**config.mk**
```make
export PLATFORM = sky130hd
export DESIGN_NAME = dmrs_top
export DESIGN_NICKNAME = d
export VERILOG_FILES = /design/src/include/dmrs_pkg.sv /design/src/design/dmrs_top.sv
export VERILOG_INCLUDE_DIRS = /design/src /design/src/include
export SDC_FILE = /design/constraint.sdc
export NUM_CORES = 1
export LEC_CHECK = 0
export BUFFER_PORTS_ARGS = -buffer_cell sky130_fd_sc_hd__buf_2
export CORE_AREA = 2 2 157 159
export CTS_BUF_LIST = sky130_fd_sc_hd__clkbuf_2
export CTS_CLUSTER_DIAMETER = 50
export CTS_CLUSTER_SIZE = 25
export DETAILED_ROUTE_END_ITERATION = 8
export DIE_AREA = 0 0 159 161
export HOLD_SLACK_MARGIN = 0.02
export PLACE_DENSITY = 0.72
export RECOVER_POWER = 25
export SLEW_MARGIN = 20
export SYNTH_ARGS = -nofsm -noshare
export SYNTH_HDL_FRONTEND = slang
export SYNTH_SLANG_ARGS = --single-unit
```
**constraint.sdc**
```tcl
create_clock -name hclk -period 3.3 [get_ports hclk]
set_clock_uncertainty 0.15 [all_clocks]
set_input_delay 0.33 -clock hclk [delete_from_list [all_inputs] [get_ports hclk]]
set_output_delay 0.33 -clock hclk [all_outputs]
set_load 0.1 [all_outputs]
```
**src/include/dmrs_params.svh**
```systemverilog
// constants for the dma request sampling and reload block
// assumes the including file is compiled after dmrs_pkg
`ifndef DMRS_PARAMS_SVH
`define DMRS_PARAMS_SVH

// register byte offsets on the ahb-lite slave
`define DMRS_OFF_OPER   8'h00
`define DMRS_OFF_CH2    8'h04
`define DMRS_OFF_SRC    8'h08
`define DMRS_OFF_DST    8'h0C
`define DMRS_OFF_COUNT  8'h10
`define DMRS_OFF_STAT   8'h14

// field positions
`define DMRS_OPER_GEN_BIT   0
`define DMRS_OPER_NMI_BIT   1
`define DMRS_OPER_AE_BIT    2
`define DMRS_CH_CTRL_W      11
`define DMRS_CH_END_BIT     11

// reset values
`define DMRS_OPER_RST   3'h0
`define DMRS_CH_RST     11'h600
`define DMRS_ADDR_RST   32'h0000_0000
`define DMRS_COUNT_RST  32'h0000_0000

// timing: request-to-cycle latency in states, one state per clock
`define DMRS_REQ_LATENCY_STATES 3
`define DMRS_CLKS_PER_STATE     1
`define DMRS_RELOAD_UNITS       4

`endif

```
**src/include/dmrs_pkg.sv**
```systemverilog
// types shared by the dma request sampling and reload block
// assumes nothing beyond a systemverilog compiler
package dmrs_pkg;

    // sequencer states
    typedef enum logic [2:0] {
        ST_IDLE,
        ST_WAIT,
        ST_DUMMY,
        ST_XFER,
        ST_GAP
    } dmrs_state_t;

    // register selector from the address decode
    typedef enum logic [2:0] {
        SEL_OPER,
        SEL_CH,
        SEL_SRC,
        SEL_DST,
        SEL_COUNT,
        SEL_STAT,
        SEL_NONE
    } dmrs_sel_t;

    // channel 2 control word as written by software
    typedef struct packed {
        logic [2:0] bus_states;     // clocks per bus cycle, 0 means 1
        logic [1:0] unit_size;      // 0 byte, 1 half, 2/3 word
        logic       single_addr;
        logic       burst_mode;
        logic       edge_mode;
        logic       end_irq_enable;
        logic       reload_enable;
        logic       channel_enable;
    } dmrs_ch_ctrl_t;

    // global operation flags
    typedef struct packed {
        logic addr_error_flag;
        logic nmi_flag;
        logic global_dma_enable;
    } dmrs_oper_t;

endpackage

```
**src/design/dmrs_top.sv**
```systemverilog
// request front end and channel 2 reload sequencer of the dma engine
// assumes an ahb-lite master on hclk and a request pin synchronous to hclk
//
// Overview of operation
// - each dma bus cycle lasts the programmed number of bus states
// - request pin detected on falling edge or low level per channel
// - first bus cycle starts no sooner than three states after detection
// - burst single-address mode issues one dummy cycle, not counted
// - dummy cycle: data undefined, no acknowledge, counter unchanged
// - later samples taken at start of cycle before the triggered transfer
// - no request at that point: sample every following cycle
// - request accept strobe pulses once per accepted sample
// - cycle steal uses the same sampling for every address/detect mode
// - single address: acknowledge held through each real transfer cycle
// - burst level: transfers continue back to back while request active
// - burst single level: dummy cycle is skipped when placing next sample
// - no dummy while continuously sampled; fresh dummy after interruption
// - burst edge: sampled once, transfers until count exhausted
// - resumed edge burst single: one strobe then one dummy cycle
// - reload enabled: source address restored every four transfer units
// - reload works for 8, 16 and 32 bit units
// - transfer count decremented by one per completed unit
// - reload counter cleared on stop events; address/count kept
// - count reaching zero sets end flag; interrupt if enabled
// - nmi or address error sets flag, stops after current transfer
//
// The AHB-Lite slave port and the register addresses are this design's own decisions.
`timescale 1ns/1ps
`default_nettype none
`include "dmrs_params.svh"

module dmrs_top
    import dmrs_pkg::*;
#(
    parameter int unsigned REQ_LATENCY  = `DMRS_REQ_LATENCY_STATES,
    parameter int unsigned RELOAD_UNITS = `DMRS_RELOAD_UNITS
)(
    input  wire logic        hclk,
    input  wire logic        hresetn,
    input  wire logic        hsel,
    input  wire logic [31:0] haddr,
    input  wire logic [1:0]  htrans,
    input  wire logic        hwrite,
    input  wire logic [2:0]  hsize,
    input  wire logic        hready,
    input  wire logic [31:0] hwdata,
    output logic      [31:0] hrdata,
    output logic             hreadyout,
    output logic             hresp,
    input  wire logic        xfer_request_n,
    input  wire logic        nmi_event,
    input  wire logic        addr_error_event,
    input  wire logic        standby,
    output logic             request_accept_strobe,
    output logic             xfer_acknowledge,
    output logic             dma_cycle,
    output logic             dummy_cycle,
    output logic      [31:0] bus_address,
    output logic      [31:0] dest_address,
    output logic             end_irq
);

    localparam int REQ_CYCLES = REQ_LATENCY * `DMRS_CLKS_PER_STATE;
    localparam int RW = (RELOAD_UNITS > 2) ? $clog2(RELOAD_UNITS) : 1;

    // register decode, shared by the read and write paths
    function automatic dmrs_sel_t reg_decode(input logic [7:0] a);
        case (a)
            `DMRS_OFF_OPER:  reg_decode = SEL_OPER;
            `DMRS_OFF_CH2:   reg_decode = SEL_CH;
            `DMRS_OFF_SRC:   reg_decode = SEL_SRC;
            `DMRS_OFF_DST:   reg_decode = SEL_DST;
            `DMRS_OFF_COUNT: reg_decode = SEL_COUNT;
            `DMRS_OFF_STAT:  reg_decode = SEL_STAT;
            default:         reg_decode = SEL_NONE;
        endcase
    endfunction

    dmrs_state_t    state_reg;
    dmrs_state_t    state_next;
    dmrs_oper_t     oper_reg;
    dmrs_ch_ctrl_t  ch_reg;
    logic           end_flag_reg;
    logic [31:0]    src_reg;
    logic [31:0]    src_init_reg;
    logic [31:0]    dst_reg;
    logic [31:0]    count_reg;
    logic [RW-1:0]  reload_cnt_reg;
    logic [2:0]     cyc_cnt_reg;
    logic           req_prev_reg;
    logic           edge_pend_reg;
    logic           sampled_reg;
    logic           wr_pend_reg;
    logic           rd_wait_reg;
    logic [7:0]     addr_reg;
    logic [31:0]    hrdata_reg;
    logic           accept;
    logic           wr_en;
    dmrs_sel_t      wr_sel;

    // bus slave: writes take zero waits, reads one wait so hrdata is a flop
    wire ap_valid = hsel & htrans[1] & hready;
    always_ff @(posedge hclk or negedge hresetn)
    begin
        if (!hresetn)
        begin
            wr_pend_reg <= 1'b0;
            rd_wait_reg <= 1'b0;
            addr_reg    <= 8'h00;
        end
        else
        begin
            wr_pend_reg <= ap_valid & hwrite;
            rd_wait_reg <= ap_valid & ~hwrite;
            if (ap_valid)
                addr_reg <= haddr[7:0];
        end
    end

    assign wr_en     = wr_pend_reg;
    assign wr_sel    = reg_decode(addr_reg);
    assign hreadyout = ~rd_wait_reg;
    assign hresp     = 1'b0;    // always okay, unmapped reads give zero
    assign hrdata    = hrdata_reg;

    // read data captured in the wait cycle
    always_ff @(posedge hclk or negedge hresetn)
    begin
        if (!hresetn)
            hrdata_reg <= 32'h0000_0000;
        else if (rd_wait_reg)
        begin
            case (reg_decode(addr_reg))
                SEL_OPER:  hrdata_reg <= {29'h0, oper_reg};
                SEL_CH:    hrdata_reg <= {20'h0, end_flag_reg, ch_reg};
                SEL_SRC:   hrdata_reg <= src_reg;
                SEL_DST:   hrdata_reg <= dst_reg;
                SEL_COUNT: hrdata_reg <= count_reg;
                SEL_STAT:  hrdata_reg <= {24'h0, 1'b0, state_reg,
                                          3'(reload_cnt_reg), edge_pend_reg};
                default:   hrdata_reg <= 32'h0000_0000;
            endcase
        end
    end

    // cycle timing derived from the programmed bus state count
    wire [2:0] cycle_len = (ch_reg.bus_states == 3'h0) ? 3'h1
                                                       : ch_reg.bus_states;
    wire cyc_first = (cyc_cnt_reg == 3'h0);
    wire cyc_last  = (cyc_cnt_reg == cycle_len - 3'h1);
    wire edge_burst = ch_reg.burst_mode & ch_reg.edge_mode;
    // the raw events count too, so a cycle that ends together with the
    // event is the last one; the flag alone would let one more unit start
    wire stop = ~oper_reg.global_dma_enable | ~ch_reg.channel_enable
              | oper_reg.nmi_flag | oper_reg.addr_error_flag
              | nmi_event | addr_error_event;
    wire go = ~stop & (count_reg != 32'h0);
    wire fall = req_prev_reg & ~xfer_request_n;
    wire detect = ch_reg.edge_mode ? (edge_pend_reg | fall)
                                   : ~xfer_request_n;
    wire xfer_end = (state_reg == ST_XFER) & cyc_last;
    wire last_unit = (count_reg == 32'h1);

    // sequencer: idle sampling, latency wait, dummy, transfer, cpu gap
    always_comb
    begin
        state_next = state_reg;
        accept     = 1'b0;
        case (state_reg)
            ST_IDLE:
            begin
                if (go && detect)
                begin
                    accept     = 1'b1;
                    state_next = ST_WAIT;
                end
            end
            ST_WAIT:
            begin
                if (stop)
                    state_next = ST_IDLE;
                else if (cyc_cnt_reg == 3'(REQ_CYCLES - 1))
                    state_next = (ch_reg.burst_mode && ch_reg.single_addr)
                               ? ST_DUMMY : ST_XFER;
            end
            ST_DUMMY:
            begin
                if (cyc_last)
                    state_next = stop ? ST_IDLE : ST_XFER;
            end
            ST_XFER:
            begin
                // sample at the start of the cycle ahead of the next
                // transfer; the dummy cycle never hosts a sample
                if (cyc_first && !edge_burst && !last_unit && detect)
                    accept = 1'b1;
                if (cyc_last)
                begin
                    if (stop || last_unit)
                        state_next = ST_IDLE;
                    else if (edge_burst)
                        state_next = ST_XFER;
                    else if (sampled_reg || accept)
                        state_next = ch_reg.burst_mode ? ST_XFER
                                                       : ST_GAP;
                    else
                        state_next = ST_IDLE;
                end
            end
            ST_GAP:
            begin
                if (cyc_last)
                    state_next = stop ? ST_IDLE : ST_XFER;
            end
            default:
                state_next = ST_IDLE;
        endcase
    end

    // state and intra-cycle clock count
    always_ff @(posedge hclk or negedge hresetn)
    begin
        if (!hresetn)
        begin
            state_reg   <= ST_IDLE;
            cyc_cnt_reg <= 3'h0;
        end
        else
        begin
            state_reg <= state_next;
            // the wait counts clocks, so a short bus cycle must not wrap it
            if (state_next != state_reg || (cyc_last && state_reg != ST_WAIT))
                cyc_cnt_reg <= 3'h0;
            else
                cyc_cnt_reg <= cyc_cnt_reg + 3'h1;
        end
    end

    // sample memory within a transfer cycle
    always_ff @(posedge hclk or negedge hresetn)
    begin
        if (!hresetn)
            sampled_reg <= 1'b0;
        else if (state_reg == ST_XFER && cyc_last)
            sampled_reg <= 1'b0;
        else if (accept && state_reg == ST_XFER)
            sampled_reg <= 1'b1;
    end

    // falling edge memory; edges seen inside an edge burst are dropped so
    // a halted burst needs a fresh edge
    always_ff @(posedge hclk or negedge hresetn)
    begin
        if (!hresetn)
        begin
            req_prev_reg  <= 1'b1;
            edge_pend_reg <= 1'b0;
        end
        else
        begin
            req_prev_reg <= xfer_request_n;
            // an accept consumes the edge that caused it; a kept copy
            // would restart the channel as soon as a new count is written
            if (accept)
                edge_pend_reg <= 1'b0;
            else if (fall && ch_reg.edge_mode
                     && !(edge_burst && state_reg != ST_IDLE))
                edge_pend_reg <= 1'b1;
        end
    end

    // global flags: hardware set wins over a software write of zero
    always_ff @(posedge hclk or negedge hresetn)
    begin
        if (!hresetn)
            oper_reg <= dmrs_oper_t'(`DMRS_OPER_RST);
        else
        begin
            if (wr_en && wr_sel == SEL_OPER)
                oper_reg <= dmrs_oper_t'(hwdata[2:0]);
            if (nmi_event)
                oper_reg.nmi_flag <= 1'b1;
            if (addr_error_event)
                oper_reg.addr_error_flag <= 1'b1;
        end
    end

    // channel control and end flag, set wins over clear
    always_ff @(posedge hclk or negedge hresetn)
    begin
        if (!hresetn)
        begin
            ch_reg       <= dmrs_ch_ctrl_t'(`DMRS_CH_RST);
            end_flag_reg <= 1'b0;
        end
        else
        begin
            if (wr_en && wr_sel == SEL_CH)
            begin
                ch_reg       <= dmrs_ch_ctrl_t'(hwdata[`DMRS_CH_CTRL_W-1:0]);
                end_flag_reg <= hwdata[`DMRS_CH_END_BIT];
            end
            if (xfer_end && last_unit)
                end_flag_reg <= 1'b1;
        end
    end

    // transfer count: one down per completed unit, dummies excluded
    always_ff @(posedge hclk or negedge hresetn)
    begin
        if (!hresetn)
            count_reg <= `DMRS_COUNT_RST;
        else if (wr_en && wr_sel == SEL_COUNT)
            count_reg <= hwdata;
        else if (xfer_end)
            count_reg <= count_reg - 32'h1;
    end

    // reload counter cleared by any stop event; registers untouched
    wire reload_clear = ~oper_reg.global_dma_enable | ~ch_reg.channel_enable
                      | (xfer_end & last_unit) | nmi_event
                      | addr_error_event | standby;
    wire reload_wrap = (reload_cnt_reg == RW'(RELOAD_UNITS - 1));
    always_ff @(posedge hclk or negedge hresetn)
    begin
        if (!hresetn)
            reload_cnt_reg <= '0;
        else if (reload_clear)
            reload_cnt_reg <= '0;
        else if (xfer_end && ch_reg.reload_enable)
            reload_cnt_reg <= reload_wrap ? '0 : reload_cnt_reg + RW'(1);
    end

    // source address steps by the unit size, any of the three widths
    wire [31:0] unit_step = (ch_reg.unit_size == 2'h0) ? 32'h1 :
                            (ch_reg.unit_size == 2'h1) ? 32'h2 : 32'h4;
    always_ff @(posedge hclk or negedge hresetn)
    begin
        if (!hresetn)
        begin
            src_reg      <= `DMRS_ADDR_RST;
            src_init_reg <= `DMRS_ADDR_RST;
            dst_reg      <= `DMRS_ADDR_RST;
        end
        else
        begin
            if (wr_en && wr_sel == SEL_SRC)
            begin
                src_reg      <= hwdata;
                src_init_reg <= hwdata;
            end
            else if (xfer_end)
            begin
                // the fourth unit reloads even when the run ends on it
                if (ch_reg.reload_enable && reload_wrap)
                    src_reg <= src_init_reg;
                else
                    src_reg <= src_reg + unit_step;
            end
            if (wr_en && wr_sel == SEL_DST)
                dst_reg <= hwdata;
        end
    end

    // pin-side outputs; acknowledge only on real single-address transfers
    assign request_accept_strobe = accept;
    assign xfer_acknowledge = (state_reg == ST_XFER)
                            & ch_reg.single_addr;
    assign dma_cycle   = (state_reg == ST_XFER) | (state_reg == ST_DUMMY);
    assign dummy_cycle = (state_reg == ST_DUMMY);
    assign bus_address  = src_reg;
    assign dest_address = dst_reg;
    assign end_irq = end_flag_reg & ch_reg.end_irq_enable;
endmodule
`default_nettype wire

```
==> flow_metrics.env, run 1 <==
export IMPL_crit_chain="or3_4, or3_4, o41ai_4, buf_4, nand2_2, buf_12"
export IMPL_drtIter0Drc=1022
export IMPL_die_area_um2=25600
export IMPL_drc=0
export IMPL_hold_path_depth=4
export IMPL_tightest_slew_ns=1.77
export IMPL_synth_area_um2=10600
export IMPL_io_pins=181
export IMPL_grt_pass1_wl_mm=52.2
export IMPL_synth_fa_ha_area_share_pct=1.61
export IMPL_yosysSeqAreaShare_pct=46.3
export IMPL_hold_end="count_reg[19]"
export IMPL_synth_top_area_share_pct=45.6
export IMPL_stdcell_area_um2=13200
export IMPL_ant_nets=0
export IMPL_cap_violations=2
export IMPL_synth_largest_area_cell="dfrtp_1"
export IMPL_ir_drop_mv=0.197
export IMPL_place_area_um2=11900
export IMPL_clock_sinks=196
export IMPL_crit_arrival_ns=2.87
export IMPL_firstDrtPassIters=6
export IMPL_core_region_area_um2=24000
export IMPL_hp_start="hwdata[19]"
export IMPL_async_flop_share_pct=100
export IMPL_nNetsFinal=1418
export IMPL_slew_violations=142
export IMPL_root_buffer="clkbuf_2"
export IMPL_wl_mm=33.7
export IMPL_synth_top_family_by_area="simple AND/OR/NAND/NOR gates"
export IMPL_grt_ovfl_total=0
export IMPL_wire_per_inst_um=20.2
export IMPL_synth_avg_cell_area_um2=9.65
export IMPL_timing_critical_path_mode_cell="or3_4"
export IMPL_synthToLayoutAreaGrowth_pct=24.5
export IMPL_hold_violations=0
export IMPL_status="finished, violations left"
export IMPL_die_h_um=161
export IMPL_reg2reg_slack_ns=0.11
export IMPL_slowest_stage="dfrtp_2"
export IMPL_reg2reg_depth=13
export IMPL_violations="max-capacitance violations, max-slew violations, negative setup slack"
export IMPL_worst_path_buf_inv=2
export IMPL_fill_cells=2129
export IMPL_synthSimpleGateAreaFrac_pct=20.3
export IMPL_path_delay_family="simple AND/OR/NAND/NOR gates"
export IMPL_timing_fmax_ghz=0.298
export IMPL_max_slew_margin_rel_pct=-18.2
export IMPL_track_usage_pct=25.8
export IMPL_finalSetupViolations=1
export IMPL_yosysWarnings=0
export IMPL_start_util_pct=44.2
export IMPL_cp_max_fo=8
export IMPL_hp_class="in2reg"
export IMPL_fin_ws_ns=-0.0525
export IMPL_timing_rr_start="addr_reg[6]"
export IMPL_critPathRequiredTime_ns=2.82
export IMPL_via_count=9836
export IMPL_cts_buffer_depth=2
export IMPL_reg2reg_to="hrdata[12]"
export IMPL_rsz0062_at_grt="true"
export IMPL_cts_tree="built"
export IMPL_die_w_um=159
export IMPL_htree_levels=4
export IMPL_synthFlopType="dfrtp_1"
export IMPL_rows=57
export IMPL_fin_crit_sh_pct=102
export IMPL_place_hpwl_mm=23.1
export IMPL_synth_mux_area_share_pct=7.02
export IMPL_synth_most_common_cell="dfrtp_1"
export IMPL_ys_ff_latch=196
export IMPL_io_buffers=151
export IMPL_startpoint_type="flip-flop"
export IMPL_synth_cell_types=85
export IMPL_syn_num_nets=1188
export IMPL_gp_congestion=0.916
export IMPL_cts_made_buffers=17
export IMPL_clk_pin_slew_ns=0.31
export IMPL_synth_xor_area_share_pct=3.60
export IMPL_crit_type="reg2out"
export IMPL_drive_above_1_share_pct=27.3
export IMPL_syn_instance_count=1097
export IMPL_synth_edf_count=0
export IMPL_power_density_nw_per_um2=384
export IMPL_power_leakage_nw=5.46
export IMPL_worstSetupEndpointType="primary output"
export IMPL_period_needed_ns=3.35
export IMPL_netlist_top_cells_count="dfrtp_1 (193), nand2_1 (170), nor2_1 (80), o21ai_0 (53), mux2_2 (52)"
export IMPL_synth_compound_area_share_pct=17.4
export IMPL_grt_pass1_vias=9478
export IMPL_fin_hold_ws_ns=0.0981
export IMPL_antenna_found_initial=2
export IMPL_crit_path_max_incr_delay_ns=0.53
export IMPL_grt_start_max_net_pins=73
export IMPL_worst_skew_pair_late_latency_ns=0.85
export IMPL_synth_area_leaders="dfrtp_1 (46%), nand2_1 (6.0%), mux2_2 (5.5%)"
export IMPL_routed_via_density=5.90
placed cells by master, fill, tap and decap left out, types with 11 or more instances in the layout:
master / n
nand3b_1: 13
buf_2: 149
nand2_1: 168
nand4_1: 21
dfrtp_1: 190
a31oi_1: 28
xor2_1: 19
nor2_1: 79
nor4_1: 15
a22oi_1: 21
o21ai_0: 53
a21oi_1: 34
nor3_1: 15
nand3_1: 29
o2bb2ai_1: 33
ha_1: 11
buf_4: 56
clkbuf_2: 20
mux2_2: 52
xnor2_1: 22
inv_1: 21
dlygate4sd3_1: 55
tightest hold or removal path: cells and delay by family:
family                 cells  cell delay (ns)
AOI/OAI and AO/OA          1             0.06
buffers and inverters      2             0.64
and+or+nand+nor            1             0.05
cells by family (layout without fill, tap and decap cells):
kind of cell	Yosys count	after routing
DFF	196	196
xor gates and xnor gates	42	42
muxes	66	66
other	1	3
AOI/OAI and AO/OA	261	261
and+or+nand+nor	424	424
adders and majority gates	13	13
buffers and inverters	94	337
metal layers:
layer  part of all wire, %  global-route usage [%]  vias to the layer above  routed length, um
li1                      -                       -                     4469                  -
met1                    43                    35.3                     4818              14300
met2                    46                    40.2                      462              15300
met3                   8.0                    5.44                       87               2700
met4                   3.9                    10.9                        0               1310
met5                     0                       0                        -                  0
area by class of cell:
| type | instances | area [um^2] | share of cell area (%) |
|---|---|---|---|
| inverters | 21 | 78.8 | 0.598 |
| diodes | 2 | 5.00 | 0.0379 |
| repair buffers | 284 | 2060 | 15.6 |
| clock buffers | 17 | 85.1 | 0.645 |
| multi-input cells | 807 | 5400 | 41.0 |
| clock inverters | 15 | 241 | 1.83 |
| well taps | 324 | 405 | 3.07 |
| flip-flops and latches | 196 | 4910 | 37.2 |
repair_timing:
item                                   CTS  global route
pin swaps                                4            10
resized for setup                       10            29
setup endpoints to repair               32           134
endpoints found under the hold margin  354             0
setup buffers                           14             7
cloned                                   0             4
hold buffers                            56             0
report_power, final:
part           total [mW]  switching (mW)  internal, mW  leakage (nW)
clock                1.51           0.914         0.598         0.183
combinational       0.946           0.590         0.357          3.18
sequential           2.60           0.109          2.50          2.10
total                5.06            1.61          3.45          5.46
worst max path at each step:
stage                                 end  slack (ns)  cells past startpoint          start
global route        request_accept_strobe       -0.19                      8   count_reg[6]
detailed placement              hrdata[2]       -0.02                     11    addr_reg[0]
finish              request_accept_strobe       -0.05                      6  count_reg[24]
global placement                hrdata[1]       0.006                     11    addr_reg[0]
floorplan                    count_reg[0]      -0.008                     12    addr_reg[0]
CTS                 request_accept_strobe       -0.11                      6  count_reg[26]
metrics by stage:
step           total power [mW]  cells  worst slack (ns)  setup TNS, ns  utilization [%]
5_1_grt                    5.26   1666            -0.190         -0.263             55.0
3_3_place_gp               3.50   1551           0.00571              0             49.9
4_1_cts                    5.07   1653            -0.114         -0.114             54.2
6_report                   5.06   1666           -0.0525        -0.0525             55.0
2_1_floorplan              3.24   1097          -0.00754         -0.232                -
3_5_place_dp               3.52   1551           -0.0202        -0.0277             49.9
No activity file was read; power rests on OpenSTA's default activity.
==> run 2: changes to the inputs <==
- ABC_AREA: not set -> 0
- CORE_AREA: 2 2 157 159 -> 2 2 119 208
- DIE_AREA: 0 0 159 161 -> 0 0 121 210
- REMOVE_ABC_BUFFERS: not set -> 1
==> flow_metrics.env, run 2 (synthesized netlist as in run 1, its figures left out) <==
export IMPL_hp_class="in2reg"
export IMPL_worstSetupEndpointType="primary output"
export IMPL_start_util_pct=44.6
export IMPL_power_leakage_nw=6.06
export IMPL_place_area_um2=12100
export IMPL_final_cell_mix="dfrtp_1 (189), buf_2 (149), nand2_1 (120), dlygate4sd3_1 (84), nor2_1 (77)"
export IMPL_drive_above_1_share_pct=36.2
export IMPL_reg2reg_slack_ns=-0.08
export IMPL_stdcell_area_um2=14700
export IMPL_wire_per_inst_um=22.8
export IMPL_grt_start_max_net_pins=87
export IMPL_synthToLayoutAreaGrowth_pct=39.0
export IMPL_ir_drop_mv=0.279
export IMPL_core_region_area_um2=23700
export IMPL_antenna_found_initial=1
export IMPL_crit_arrival_ns=2.99
export IMPL_startpoint_type="flip-flop"
export IMPL_drtIter0Drc=1159
export IMPL_clock_sinks=196
export IMPL_grt_pass1_wl_mm=55.5
export IMPL_routed_via_density=6.20
export IMPL_worst_skew_pair_late_latency_ns=0.91
export IMPL_fin_ws_ns=-0.168
export IMPL_cap_violations=0
export IMPL_timing_rr_start="addr_reg[6]"
export IMPL_cts_buffer_depth=2
export IMPL_final_common_cell="dfrtp_1"
export IMPL_hold_path_depth=4
export IMPL_slew_violations=0
export IMPL_io_pins=181
export IMPL_place_hpwl_mm=24.5
export IMPL_cts_tree="built"
export IMPL_timing_fmax_ghz=0.288
export IMPL_dp_slack_ns=-0.0942
export IMPL_tightest_slew_ns=1.11
export IMPL_period_needed_ns=3.47
export IMPL_cp_max_fo=6
export IMPL_hold_violations=0
export IMPL_finalSetupViolations=29
export IMPL_wl_mm=39.1
export IMPL_grt_ovfl_total=0
export IMPL_critPathRequiredTime_ns=2.82
export IMPL_rows=75
export IMPL_p_total_mw=4.97
export IMPL_fin_crit_sh_pct=105
export IMPL_drc=0
export IMPL_hp_start="hwdata[22]"
export IMPL_root_buffer="clkbuf_2"
export IMPL_firstDrtPassIters=5
export IMPL_status="finished, violations left"
export IMPL_crit_type="reg2out"
export IMPL_clk_pin_slew_ns=0.28
export IMPL_reg2reg_to="bus_address[28]"
export IMPL_ant_nets=0
export IMPL_nNetsFinal=1483
export IMPL_hold_end="count_reg[22]"
export IMPL_violations="negative setup slack"
export IMPL_final_util_pct=62.0
export IMPL_die_w_um=121
export IMPL_die_h_um=210
export IMPL_gp_congestion=0.926
export IMPL_die_area_um2=25400
export IMPL_track_usage_pct=28.4
export IMPL_power_density_nw_per_um2=337
export IMPL_grt_pass1_vias=10100
export IMPL_io_buffers=151
export IMPL_cts_made_buffers=17
export IMPL_htree_levels=4
export IMPL_rsz0062_at_grt="true"
export IMPL_via_count=10600
export IMPL_max_slew_margin_rel_pct=26.1
export IMPL_reg2reg_depth=15
==> run 2: cell count changes in the layout (fill, tap and decap cells not counted), sizes merged <==
cell	delta
inv	-1
clkinv	+3
bufinv	-2
diode	-1
clkbuf	+6
dlygate4sd3	+29
buf	+30
==> run 2: layer usage <==
| layer | global-route usage (%) | wire length [um] | vias up |
|---|---|---|---|
| li1 | - | - | 4607 |
| met3 | 4.46 | 2370 | 172 |
| met4 | 14.6 | 2620 | 0 |
| met5 | 0 | 0 | - |
| met2 | 50.1 | 20400 | 552 |
| met1 | 32.8 | 13700 | 5298 |
==> run 2: through the flow <==
stage	std cells	TNS [ns]	hold slack (ns)
after floorplan	1024	-225.11	-0.116
final	1714	-0.824	0.0793
after CTS	1676	-0.250	0.0206
after global placement	1542	-0.172	0.220
after detailed placement	1542	-1.70	0.229
after global routing	1714	-10.39	0.0443
==> run 2: worst max-delay path: stages (launching register included) <==
cell and delay [ns]:
dfrtp_1 0.48, or3_1 0.49, or3_4 0.45, o41ai_4 0.34, nand2_2 0.14, buf_12 0.19
==> run 2: cell type report <==
cell class,instances,area (um^2)
diodes,1,2.50
repair buffers,349,3050
multi-input cells,807,6030
clock buffers,17,85.1
flip-flops and latches,196,4910
well taps,308,385
fillers,1878,9020
inverters,21,78.8
clock inverters,15,175
==> run 2: worst max path at each step <==
| stage | from | end | slack (ns) | cells after the start |
|---|---|---|---|---|
| finish | count_reg[26] | request_accept_strobe | -0.17 | 5 |
| CTS | count_reg[5] | request_accept_strobe | -0.25 | 6 |
| detailed placement | addr_reg[0] | count_reg[30] | -0.09 | 11 |
| global route | count_reg[26] | request_accept_strobe | -0.26 | 5 |
| floorplan | addr_reg[0] | bus_address[28] | -2.32 | 11 |
| global placement | addr_reg[0] | count_reg[30] | -0.03 | 11 |
==> run 2: repair_timing <==
| item | in CTS | in global routing |
|---|---|---|
| gates resized for setup | 18 | 206 |
| hold endpoints to repair | 354 | 0 |
| gates cloned | 1 | 16 |
| hold buffers | 85 | 0 |
| setup buffers | 16 | 21 |
| pin swaps | 8 | 93 |
| endpoints found under the setup margin | 78 | 142 |
==> run 2: report_power, final <==
part	total (mW)	internal [mW]	switching, mW
sequential	2.61	2.49	0.115
clock	1.33	0.432	0.903
combinational	1.02	0.397	0.625
==> run 3: changes to the inputs <==
- PLACE_DENSITY: 0.72 -> 0.68
- SETUP_SLACK_MARGIN: not set -> 0.15
==> flow_metrics.env, run 3 (synthesized netlist as in run 1, its figures left out) <==
export IMPL_route_met2_wl_mm=21.7
export IMPL_max_slew_margin_rel_pct=22.3
export IMPL_dr_max_layer_used="met4"
export IMPL_grt_pass1_vias=10900
export IMPL_io_pins=181
export IMPL_status="finished, violations left"
export IMPL_drtIter0Drc=1082
export IMPL_final_common_cell="dfrtp_1"
export IMPL_grt_ovfl_total=0
export IMPL_final_cell_mix="dfrtp_1 (189), buf_2 (148), dlygate4sd3_1 (76), nor2_1 (70), nand2_1 (70)"
export IMPL_grt_start_max_net_pins=78
export IMPL_gp_congestion=0.898
export IMPL_cts_buffer_depth=2
export IMPL_die_area_um2=25400
export IMPL_drc=0
export IMPL_period_needed_ns=3.52
export IMPL_clk_pin_slew_ns=0.30
export IMPL_io_buffers=151
export IMPL_multiInputGateArea_um2=6530
export IMPL_critPathRequiredTime_ns=2.82
export IMPL_rsz0062_at_grt="true"
export IMPL_timing_fmax_ghz=0.284
export IMPL_regArea_um2=4910
export IMPL_cts_made_buffers=17
export IMPL_p_total_mw=5.08
export IMPL_crit_arrival_ns=3.04
export IMPL_via_count=11100
export IMPL_clock_sinks=196
export IMPL_worstSetupEndpointType="primary output"
export IMPL_power_leakage_nw=6.54
export IMPL_crit_type="reg2out"
export IMPL_track_usage_pct=31.1
export IMPL_dr_wl_met3_mm=2.90
export IMPL_power_density_nw_per_um2=324
export IMPL_antenna_found_initial=2
export IMPL_wire_per_inst_um=24.4
export IMPL_slew_violations=0
export IMPL_die_w_um=121
export IMPL_cp_max_fo=5
export IMPL_ant_nets=0
export IMPL_final_util_pct=66.0
export IMPL_wl_met1_mm=14.4
export IMPL_hp_class="in2reg"
export IMPL_wl_mm=42.2
export IMPL_drive_above_1_share_pct=43.0
export IMPL_routed_via_density=6.40
export IMPL_die_h_um=210
export IMPL_startpoint_type="flip-flop"
export IMPL_firstDrtPassIters=8
export IMPL_fill_cells=1672
export IMPL_hold_violations=0
export IMPL_root_buffer="clkbuf_2"
export IMPL_htree_levels=4
export IMPL_core_region_area_um2=23700
export IMPL_synthToLayoutAreaGrowth_pct=47.9
export IMPL_setup_tns_ns=-1.79
export IMPL_ir_drop_mv=0.370
export IMPL_start_util_pct=44.6
export IMPL_place_hpwl_mm=24.5
export IMPL_rows=75
export IMPL_tightest_slew_ns=1.16
export IMPL_reg2reg_slack_ns=-0.11
export IMPL_fin_crit_sh_pct=107
export IMPL_nNetsFinal=1499
export IMPL_finalSetupViolations=57
export IMPL_grt_pass1_wl_mm=60.7
export IMPL_worst_skew_pair_late_latency_ns=0.92
export IMPL_violations="negative setup slack"
export IMPL_fin_ws_ns=-0.225
export IMPL_cap_violations=0
export IMPL_cts_tree="built"
## run 3: cell types whose count changed in the layout (fill, tap and decap cells not counted), moves of 8 or more
| cell | before | now |
|---|---|---|
| o21ai_0 | 31 | 16 |
| buf_16 | 2 | 19 |
| dlygate4sd3_1 | 84 | 76 |
| buf_8 | 3 | 11 |
| mux2_2 | 52 | 44 |
| buf_4 | 64 | 50 |
| nand2_4 | 17 | 47 |
| nand2_1 | 120 | 70 |
| buf_6 | 13 | 25 |
| nand2_2 | 32 | 51 |
| mux2_4 | 5 | 13 |
| o21ai_2 | 11 | 33 |
| clkbuf_16 | 13 | 4 |
## run 3: routing by layer
| layer | track usage [%] | up-vias |
|---|---|---|
| li1 | - | 4657 |
| met1 | 34.4 | 5496 |
| met2 | 54.6 | 681 |
| met3 | 5.30 | 247 |
| met4 | 19.6 | 0 |
| met5 | 0 | - |
## run 3: area by class of cell
class	count	area share, %
Tap cell	308	2.46
Clock inverter	15	1.29
Sequential cell	196	31.4
Clock buffer	17	0.543
Inverter	21	0.503
Antenna cell	3	0.0479
Multi-Input combinational cell	807	41.7
Timing Repair Buffer	365	22.1
## run 3: path summary, 6_finish.rpt
check                        startpoint                     to  cells past startpoint
setup reg to reg            addr_reg[0]              hrdata[3]                     14
setup / recovery           count_reg[7]  request_accept_strobe                      6
max in group asynchronous       hresetn          count_reg[24]                      4
hold reg to reg              hrdata[22]             hrdata[22]                      1
min in group asynchronous       hresetn       src_init_reg[23]                      4
hold / removal                htrans[1]            rd_wait_reg                      4
## run 3: repair_timing
item                                    4_1_cts  5_1_grt
buffers inserted                             33       15
hold buffers                                 77        0
pin swaps                                   107       96
resized for setup                           224      188
endpoints found under the setup margin      145      161
cloned                                       20        7
hold endpoints to repair                    356        0
## run 3: through the flow
step	worst slack (ns)	instance area (um^2)	hold WS [ns]	std cells
after global routing	-0.363	15700	0.00682	1731
after global placement	-0.0163	12100	0.266	1545
after floorplan	-2.32	10300	-0.116	1024
after detailed placement	-0.0326	12100	0.277	1545
final	-0.225	15700	0.0401	1732
after CTS	-0.200	14600	0.0208	1707
## run 3: critical path, cell delays in order, from the launching register on
cell     delay, ns
dfrtp_1       0.48
or4_4         0.60
nor4_4        0.24
nand3_2       0.17
o41ai_4       0.29
nand2_2       0.14
buf_8         0.20
## run 3: power by group
| group | total, mW | internal [mW] | switching, mW |
|---|---|---|---|
| Combinational | 1.05 | 0.399 | 0.648 |
| Clock | 1.41 | 0.508 | 0.906 |
| Sequential | 2.62 | 2.49 | 0.124 |
| Total | 5.08 | 3.40 | 1.68 |
